### src/dar_params.svh
`ifndef DAR_PARAMS_SVH
`define DAR_PARAMS_SVH

// Result and frame layout
`define DAR_RES_W          12
`define DAR_FRAME_BITS     32
`define DAR_FIFO_DEPTH     16

// Falling-edge positions inside a frame
`define DAR_CNT_PD_MIN     6'd2
`define DAR_CNT_AWAKE_MIN  6'd10
`define DAR_CNT_TRACK      6'd13
`define DAR_CNT_RELEASE    6'd31
`define DAR_CNT_MAX        6'h3f

// Timing, in the unit of each figure
`define DAR_CLK_PERIOD_NS  40
`define DAR_PART_WAKE_NS   1000
`define DAR_PART_DWELL_NS  67000
`define DAR_FULL_WAKE_NS   1500000

// Least times, rounded up to whole cycles
`define DAR_PART_WAKE_CYC  ((`DAR_PART_WAKE_NS + `DAR_CLK_PERIOD_NS - 1) / `DAR_CLK_PERIOD_NS)
`define DAR_PART_DWELL_CYC ((`DAR_PART_DWELL_NS + `DAR_CLK_PERIOD_NS - 1) / `DAR_CLK_PERIOD_NS)
`define DAR_FULL_WAKE_CYC  ((`DAR_FULL_WAKE_NS + `DAR_CLK_PERIOD_NS - 1) / `DAR_CLK_PERIOD_NS)

`endif

### src/dar_pkg.sv
package dar_pkg;
    // Power state of the converter core
    typedef enum logic [1:0] {
        DAR_PWR_NORMAL,
        DAR_PWR_PARTIAL,
        DAR_PWR_FULL
    } dar_pwr_t;

    // One sample pair: result A in the upper half
    typedef logic [23:0] dar_pair_t;
endpackage

### src/dar_stream_if.sv
`timescale 1ns/1ps
interface dar_stream_if #(
    parameter int WIDTH = 24
);
    logic             wr_valid;
    logic             wr_ready;
    logic [WIDTH-1:0] wr_data;
    logic             rd_valid;
    logic             rd_ready;
    logic [WIDTH-1:0] rd_data;

    // The FIFO sees both sides; the user fills one and drains the other
    modport fifo_side (
        input  wr_valid,
        output wr_ready,
        input  wr_data,
        output rd_valid,
        input  rd_ready,
        output rd_data
    );
    modport user_side (
        output wr_valid,
        input  wr_ready,
        output wr_data,
        input  rd_valid,
        output rd_ready,
        input  rd_data
    );
endinterface

### src/dar_fifo.sv
`timescale 1ns/1ps
module dar_fifo #(
    parameter int WIDTH = 24,
    parameter int DEPTH = 16
) (
    input  wire logic     clk,
    input  wire logic     srst,
    dar_stream_if.fifo_side st
);
    localparam int AW = $clog2(DEPTH);

    logic [WIDTH-1:0] mem_ff [DEPTH];
    logic [AW:0]      wr_ptr_ff;
    logic [AW:0]      rd_ptr_ff;

    wire [AW:0] fill     = wr_ptr_ff - rd_ptr_ff;
    // Compare at full pointer width; a narrower cast of DEPTH would wrap to zero
    wire        is_full  = (fill == (AW+1)'(DEPTH));
    wire        is_empty = (fill == '0);
    wire        do_wr    = st.wr_valid & ~is_full;
    wire        do_rd    = st.rd_ready & ~is_empty;

    // Handshake flags straight from the pointers
    assign st.wr_ready = ~is_full;
    assign st.rd_valid = ~is_empty;
    assign st.rd_data  = mem_ff[rd_ptr_ff[AW-1:0]];

    // Storage has no reset; only the pointers are reset
    always_ff @(posedge clk) begin
        if (do_wr) begin
            mem_ff[wr_ptr_ff[AW-1:0]] <= st.wr_data;
        end
    end

    // Extra pointer bit tells full from empty
    always_ff @(posedge clk) begin
        if (srst) begin
            wr_ptr_ff <= '0;
            rd_ptr_ff <= '0;
        end else begin
            wr_ptr_ff <= wr_ptr_ff + (AW+1)'(do_wr);
            rd_ptr_ff <= rd_ptr_ff + (AW+1)'(do_rd);
        end
    end
endmodule

### src/dar_readout.sv
// How it works
// - Partial wake short only after long dwell
// - Frame fall holds, samples, starts, drives outputs
// - Track again at rise after thirteenth fall
// - Sixteen clocks give two trailing zero bits
// - Frame rise ends conversion, releases both outputs
// - Longer frame shifts other result on line
// - Release line at 32nd fall or rise
// - Two leading zeros, then result MSB first
// - Clock fall coincident with frame fall ignored
// - Rising clock before first fall ignored
// - Serial clock paces all conversion and shifting
// - Early rise aborts, normal goes partial
// - Rise between 10 and 14 stays powered
// - Early rise from partial goes full down
// - Rise before second fall keeps power state
`timescale 1ns/1ps
`include "dar_params.svh"
module dar_readout
    import dar_pkg::*;
#(
    parameter int RES_W         = `DAR_RES_W,
    parameter int FIFO_DEPTH    = `DAR_FIFO_DEPTH,
    parameter int FULL_WAKE_CYC = `DAR_FULL_WAKE_CYC
) (
    input  wire logic             clk,
    input  wire logic             srst,
    input  wire logic             frame_n,
    input  wire logic             sclk,
    input  wire logic             sample_valid,
    output wire logic             sample_ready,
    input  wire logic [RES_W-1:0] sample_a,
    input  wire logic [RES_W-1:0] sample_b,
    output wire logic             serial_result_out_a,
    output wire logic             serial_result_out_a_oe_n,
    output wire logic             serial_result_out_b,
    output wire logic             serial_result_out_b_oe_n,
    output wire logic             hold_active,
    output wire logic             analog_on,
    output wire logic             core_ready,
    output wire logic [1:0]       power_state
);
    localparam int FB     = `DAR_FRAME_BITS;
    localparam int PW_CYC = `DAR_PART_WAKE_CYC;
    localparam int PD_CYC = `DAR_PART_DWELL_CYC;
    localparam int WK_W   = $clog2(FULL_WAKE_CYC + 1);
    localparam int DW_W   = $clog2(PD_CYC + 1);

    // Carrier between this block and its sample buffer
    dar_stream_if #(.WIDTH(2 * RES_W)) st ();

    dar_fifo #(
        .WIDTH (2 * RES_W),
        .DEPTH (FIFO_DEPTH)
    ) u_fifo (
        .clk  (clk),
        .srst (srst),
        .st   (st)
    );

    // Pin synchronisers and edge history
    logic [1:0] pin_meta_ff;
    logic [1:0] pin_sync_ff;
    logic [1:0] pin_prev_ff;

    // Frame state
    logic [5:0]    fall_cnt_ff;
    logic [FB-1:0] shift_a_ff;
    logic [FB-1:0] shift_b_ff;
    logic          drive_ff;
    logic          hold_ff;

    // Power state
    dar_pwr_t      pwr_ff;
    logic          waking_ff;
    logic [WK_W-1:0] wake_cnt_ff;
    logic [DW_W-1:0] dwell_cnt_ff;
    logic          ready_ff;

    // Two flops per pin before any logic looks at it
    always_ff @(posedge clk) begin
        if (srst) begin
            pin_meta_ff <= 2'h3;
            pin_sync_ff <= 2'h3;
            pin_prev_ff <= 2'h3;
        end else begin
            pin_meta_ff <= {sclk, frame_n};
            pin_sync_ff <= pin_meta_ff;
            pin_prev_ff <= pin_sync_ff;
        end
    end

    // Edge decode on the synchronised pins
    wire frame_low  = ~pin_sync_ff[0];
    wire frame_fall = pin_prev_ff[0] & ~pin_sync_ff[0];
    wire frame_rise = ~pin_prev_ff[0] & pin_sync_ff[0];
    wire sclk_fall  = pin_prev_ff[1] & ~pin_sync_ff[1];
    wire sclk_rise  = ~pin_prev_ff[1] & pin_sync_ff[1];
    // Falls only count inside the frame, never in its first cycle
    wire count_fall = frame_low & ~frame_fall & sclk_fall;

    // Sample pair taken from the buffer at frame fall
    wire             pair_ok = st.rd_valid;
    wire [RES_W-1:0] res_a   = pair_ok ? st.rd_data[2*RES_W-1:RES_W] : '0;
    wire [RES_W-1:0] res_b   = pair_ok ? st.rd_data[RES_W-1:0] : '0;

    // Leading zeros, result, trailing zeros, then the other result
    wire [FB-1:0] word_a = {2'h0, res_a, 2'h0, 2'h0, res_b, 2'h0};
    wire [FB-1:0] word_b = {2'h0, res_b, 2'h0, 2'h0, res_a, 2'h0};

    // Buffer hooks: filled by the sampler, drained one pair per frame
    assign st.wr_valid = sample_valid;
    assign st.wr_data  = {sample_a, sample_b};
    assign st.rd_ready = frame_fall;
    assign sample_ready = st.wr_ready;

    // Power decision made from the count at frame rise
    wire rise_keep   = fall_cnt_ff < `DAR_CNT_PD_MIN;
    wire rise_awake  = fall_cnt_ff >= `DAR_CNT_AWAKE_MIN;
    wire release_now = count_fall & (fall_cnt_ff == `DAR_CNT_RELEASE);

    // Wake time chosen at frame fall from the current state
    wire dwell_done = (dwell_cnt_ff == DW_W'(PD_CYC));
    wire [WK_W-1:0] wake_load =
        (pwr_ff == DAR_PWR_NORMAL)                ? '0 :
        (pwr_ff == DAR_PWR_PARTIAL && dwell_done) ? WK_W'(PW_CYC) :
                                                    WK_W'(FULL_WAKE_CYC);

    dar_pwr_t nxt_pwr;

    // Next power state at the end of a frame
    always_comb begin
        nxt_pwr = pwr_ff;
        if (frame_rise && !rise_keep) begin
            if (rise_awake) begin
                nxt_pwr = DAR_PWR_NORMAL;
            end else begin
                case (pwr_ff)
                    DAR_PWR_NORMAL:  nxt_pwr = DAR_PWR_PARTIAL;
                    DAR_PWR_PARTIAL: nxt_pwr = DAR_PWR_FULL;
                    DAR_PWR_FULL:    nxt_pwr = DAR_PWR_FULL;
                    default:         nxt_pwr = DAR_PWR_FULL;
                endcase
            end
        end
    end

    // Frame-relative falling edge count, saturating
    always_ff @(posedge clk) begin
        if (srst) begin
            fall_cnt_ff <= 6'h00;
        end else if (frame_fall) begin
            fall_cnt_ff <= 6'h00;
        end else if (count_fall && fall_cnt_ff != `DAR_CNT_MAX) begin
            fall_cnt_ff <= fall_cnt_ff + 6'h01;
        end
    end

    // Output shifters: one bit per counted fall, MSB first
    always_ff @(posedge clk) begin
        if (srst) begin
            shift_a_ff <= '0;
            shift_b_ff <= '0;
        end else if (frame_fall) begin
            shift_a_ff <= word_a;
            shift_b_ff <= word_b;
        end else if (count_fall) begin
            shift_a_ff <= {shift_a_ff[FB-2:0], 1'b0};
            shift_b_ff <= {shift_b_ff[FB-2:0], 1'b0};
        end
    end

    // Output drive: on at fall, off at rise or after 32 falls
    always_ff @(posedge clk) begin
        if (srst) begin
            drive_ff <= 1'b0;
        end else if (frame_fall) begin
            drive_ff <= 1'b1;
        end else if (frame_rise || release_now) begin
            drive_ff <= 1'b0;
        end
    end

    // Track-and-hold: hold from frame fall, track after 13 falls
    always_ff @(posedge clk) begin
        if (srst) begin
            hold_ff <= 1'b0;
        end else if (frame_fall) begin
            hold_ff <= 1'b1;
        end else if (frame_rise) begin
            hold_ff <= 1'b0;
        end else if (sclk_rise && fall_cnt_ff >= `DAR_CNT_TRACK) begin
            hold_ff <= 1'b0;
        end
    end

    // Power state register
    always_ff @(posedge clk) begin
        if (srst) begin
            pwr_ff <= DAR_PWR_NORMAL;
        end else begin
            pwr_ff <= nxt_pwr;
        end
    end

    // Analog core stays up while a wake frame is held low
    always_ff @(posedge clk) begin
        if (srst) begin
            waking_ff <= 1'b0;
        end else if (frame_fall) begin
            waking_ff <= (pwr_ff != DAR_PWR_NORMAL);
        end else if (frame_rise) begin
            waking_ff <= 1'b0;
        end
    end

    // Wake countdown; an aborted wake frame drops it again
    always_ff @(posedge clk) begin
        if (srst) begin
            wake_cnt_ff <= '0;
        end else if (frame_fall) begin
            wake_cnt_ff <= wake_load;
        end else if (frame_rise && !rise_awake && pwr_ff != DAR_PWR_NORMAL) begin
            wake_cnt_ff <= '0;
        end else if (wake_cnt_ff != '0) begin
            wake_cnt_ff <= wake_cnt_ff - WK_W'(1);
        end
    end

    // Time spent in partial power-down with the frame idle
    always_ff @(posedge clk) begin
        if (srst) begin
            dwell_cnt_ff <= '0;
        end else if (pwr_ff != DAR_PWR_PARTIAL || frame_low) begin
            dwell_cnt_ff <= '0;
        end else if (!dwell_done) begin
            dwell_cnt_ff <= dwell_cnt_ff + DW_W'(1);
        end
    end

    // Ready once powered and the wake time has run out
    always_ff @(posedge clk) begin
        if (srst) begin
            ready_ff <= 1'b0;
        end else begin
            ready_ff <= (nxt_pwr == DAR_PWR_NORMAL) && (wake_cnt_ff == '0);
        end
    end

    // Pins: enables are low while driving
    assign serial_result_out_a      = shift_a_ff[FB-1];
    assign serial_result_out_b      = shift_b_ff[FB-1];
    assign serial_result_out_a_oe_n = ~drive_ff;
    assign serial_result_out_b_oe_n = ~drive_ff;
    assign hold_active              = hold_ff;
    assign analog_on                = (pwr_ff == DAR_PWR_NORMAL) | waking_ff;
    assign core_ready               = ready_ff;
    assign power_state              = pwr_ff;
endmodule

### config.mk
export PLATFORM = sky130hd
export DESIGN_NAME = dar_readout
export DESIGN_NICKNAME = d
export VERILOG_FILES = /design/src/dar_pkg.sv /design/src/dar_stream_if.sv /design/src/dar_fifo.sv /design/src/dar_readout.sv
export VERILOG_INCLUDE_DIRS = /design/src
export SDC_FILE = /design/constraint.sdc
export NUM_CORES = 1
export LEC_CHECK = 0
export BUFFER_PORTS_ARGS = -buffer_cell sky130_fd_sc_hd__buf_2
export CAP_MARGIN = 0
export CORE_ASPECT_RATIO = 0.8
export CORE_MARGIN = 5
export CORE_UTILIZATION = 62
export DETAILED_ROUTE_END_ITERATION = 8
export GPL_TIMING_DRIVEN = 0
export PLACE_DENSITY = 0.79
export SLEW_MARGIN = 20
export SYNTH_ARGS = -nofsm -noshare
export SYNTH_HDL_FRONTEND = slang
export SYNTH_HIERARCHICAL = 1
export SYNTH_SLANG_ARGS = --single-unit
### constraint.sdc
create_clock -name clk -period 5.1 [get_ports clk]
set_clock_uncertainty 0.1 [all_clocks]
set_input_delay 0.255 -clock clk [delete_from_list [all_inputs] [get_ports clk]]
set_output_delay 0.255 -clock clk [all_outputs]
set_load 0.02 [all_outputs]
==> metrics.md <==
| Metric | Value |
|---|---|
| Post-synth top area share | 57.7% |
| I/O Pins | 39 |
| Fin util | between 70% and 80% |
| CTS H-tree depth | 2 |
| Worst endpoint required time | 5400 ps |
| Overall die height | 171 um |
| Post-synthesis mux area share | 11.0% |
| Vias in the first global route | 12421 |
| Multi-input gate area | 5950 um2 |
| Worst-Skew Late Latency | 560 ps |
| Critical path arrival | 5280 ps |
| Core box area | 31600 um2 |
| Initial antenna violation count | 0 |
| Final non-filler cell total | 1902 |
| # port buffers | 38 |
| Final period util | a little over nine tenths |
| Synthesized area | 20000 um2 |
| Final Wtd Congestion | 0.849 |
| Clk root buf | clkbuf_16 |
| Synthesized flop and latch total | approximately 500 |
| Clock power share | 36.7% |
| Post-synth EDFFs | 384 |
| Pre-CTS worst setup slack | 347 ps |
| Slew Viols, Final | 0 |
| Antenna Violating Nets Remaining | 0 |
| Pwr/cell area | between 400 and 500 nW/um2 |
| Die X | about 210 um |
| Power share of the combinational group | 13.5% |
| Max Cap Viol | 0 |
| Peak VDD IR | ~0.31 mV |
| Top-count cell post-synth | edfxtp_1 |
| Die Area | 36000 um2 |
| WL/cell | approximately 26 um |
| Post-CTS Resized | 0 |
| # setup viols final | 0 |
| Fin. Hold Viols | 0 |
| Psw | 2.30 mW |
| Hold Crit Class | input port to flip-flop |
| Area leader, netlist | edfxtp_1 |
| CTS tree | built |
| Vias per Instance | 6.48 |
| Max clock buf depth | 3 |
| Achievable Freq | 201 MHz |
| Synth Warn # | 6 |
| Async SR Flop Fraction | 0% |
| Wire length of the first global-routing pass | ~74 mm |
| Pint | 7.01 mW |
| Placed cells | 1792 |
| Post-Synth XOR/XNOR Area | 1.23% |
| Crit. End Element | flip-flop |
| Starting density of the core | 63.2% |
| Leakage | between 7 and 8 nW |
| CTS Buf Count | 46 |
| Worst setup margin | 119 ps |
| Sequential power share | 49.8% |
| RSZ-0062 raised after global routing | false |
| Simple-Gate Fraction of Synth Area | 9.63% |
| Synth top area cells | edfxtp_1 (58%), dfxtp_1 (12%), mux4_2 (11%) |
| Post-DP HPWL | roughly 32 mm |
| Final Routed Wirelength | 48.9 mm |
| Initial DRC Count | 1594 |
| Syn nets | 1363 |
| Post-synthesis adder-cell area fraction | 1.00% |
| Post-synthesis compound-gate area fraction | around 5.7% |
| Sink Count | 499 |
| Mapped Cells | between 1000 and 1500 |
| # diodes | 0 |
| Switching share of power | 24.7% |
| Filler cells | 1898 |
| P&R area growth vs syn | 15.8% |
| Cell variety after synth | 66 |
| Gr ovfl total | 0 |
| Layout cells sized above 1 | around 20% |
| Core Rows | 58 |
| Clk slew on worst S/H paths | 60 ps |
| Synth cell count leaders | edfxtp_1 (384), nand2_1 (207), dfxtp_1 (115) |
| Pin count of the biggest net entering global routing | 18 |
| Detailed Routing Iterations Pass 1 | 5 |
| Combinational family with the most area after synthesis | multiplexers |
| Register area share after synthesis | 69.2% |
| CP Launch Type | flip-flop |
| Critical path class | flip-flop to flip-flop |
| Syn_area_per_cell | roughly 15 um2 |
| DRC | 0 |
| Top FF cell, synth | edfxtp_1 |
| Nets | ~1500 |
| Crit-path max FO | 10 |
| Tmin final | 4980 ps |
| DR vias | approximately 12000 |
| Outcome | finished clean |
| Worst slew margin | between 20% and 30% |
| Sequential cell area | 13800 um2 |
| GRT Total Usage | 27.3% |
| Worst-margin pin slew | 1170 ps |
## power by group through the flow
| stage | Sequential, mW | Combinational, mW | Clock, mW |
|---|---|---|---|
| after global routing | 4.65 | 1.34 | 3.65 |
| final | 4.64 | 1.26 | 3.42 |
| after global placement | 4.72 | 1.06 | 0 |
| after floorplan | 4.70 | 0.808 | 0 |
| after CTS | 4.63 | 1.24 | 3.47 |
| after detailed placement | 4.72 | 1.20 | 0 |
## worst max-delay path, stage by stage, from the launching register on
cell      delay (ps)
dfxtp_1          330
buf_4            200
buf_2            240
inv_2            150
clkbuf_1         580
ha_1             430
and3b_1          210
or3_1            390
a211oi_2         410
buf_6            270
nand3_1          280
and2_0           390
clkbuf_1         330
a21oi_1          370
a211oi_1         130
## registers in the layout, indices dropped and copies added (netlist names), 5 cells and up
name	count
shift_a_ff	30
wake_cnt_ff	16
u_fifo/rd_ptr_ff	5
shift_b_ff	30
dwell_cnt_ff	11
fall_cnt_ff	6
u_fifo/mem_ff	384
u_fifo/wr_ptr_ff	5
## layout make-up
| cell class | count | share of cell area [%] |
|---|---|---|
| timing repair buffer | 80 | 3.85 |
| inverter | 16 | 0.259 |
| clock buffer | 58 | 5.35 |
| sequential | 499 | 59.8 |
| tap | 420 | 2.27 |
| clock inverter | 26 | 1.12 |
| multi-input combinational | 732 | 25.7 |
| buffer | 71 | 1.67 |
## layout by cell type (no fill, tap or decap), types with 8 or more instances in the layout
cell type / Yosys / final
a211oi_1: 38 / 38
clkbuf_1: 34 / 43
clkinv_2: 0 / 8
clkbuf_16: 0 / 47
nand2_1: 207 / 207
edfxtp_1: 384 / 384
nor2b_1: 8 / 8
buf_16: 0 / 16
a31oi_1: 46 / 30
dfxtp_1: 115 / 115
dlygate4sd3_1: 0 / 26
clkinv_1: 1 / 8
inv_1: 13 / 13
xor2_1: 13 / 13
buf_6: 11 / 11
nand3_1: 23 / 23
mux4_2: 96 / 96
and3_1: 28 / 28
xnor2_1: 15 / 15
buf_2: 15 / 53
a31oi_4: 1 / 17
a21oi_1: 56 / 56
nand2b_1: 8 / 8
nor2_1: 85 / 85
ha_1: 16 / 16
## metrics by stage
| step | setup TNS [ps] | total power, mW | hold slack, ps | instance area [um2] |
|---|---|---|---|---|
| finish | 0 | 9.31 | 121 | 23100 |
| global route | 0 | 9.64 | 147 | 23100 |
| CTS | 0 | 9.34 | 96.8 | 23100 |
| detailed placement | 0 | 5.92 | 301 | 21400 |
| global placement | -276610 | 5.78 | 293 | 20700 |
| floorplan | 0 | 5.51 | 254 | 20000 |
## metal layers
metal / wire length [um] / GRT usage [%] / part of all wire [%] / up-vias
li1: - / - / - / 5296
met1: 19400 / 39.8 / 40 / 6171
met2: 23000 / 43.3 / 47 / 771
met3: 5310 / 5.79 / 11 / 88
met4: 1140 / 6.99 / 2.3 / 0
met5: 0 / 0 / 0 / -
## worst paths after layout
path                                     startpoint  slack, ps  cells past startpoint         endpoint
worst min-delay path                           srst        120                      4  wake_cnt_ff[11]
worst max register to register  u_fifo/rd_ptr_ff[2]        120                     14    shift_a_ff[8]
worst max-delay path            u_fifo/rd_ptr_ff[2]        120                     14    shift_a_ff[8]
worst min register to register       pin_meta_ff[0]        320                      1   pin_sync_ff[0]
## repair_timing
action                                  CTS  global route
setup buffers                             0             0
hold buffers                             26             0
hold endpoints to repair                386             0
endpoints found under the setup margin    0             0
## cell families after synthesis
logic type | Yosys count
compound gates | 173
xor+xnor | 28
fa+ha+maj | 16
buf+inv | 87
flops | 499
mux | 100
simple gates | 415
No activity file was read; power rests on OpenSTA's default activity.
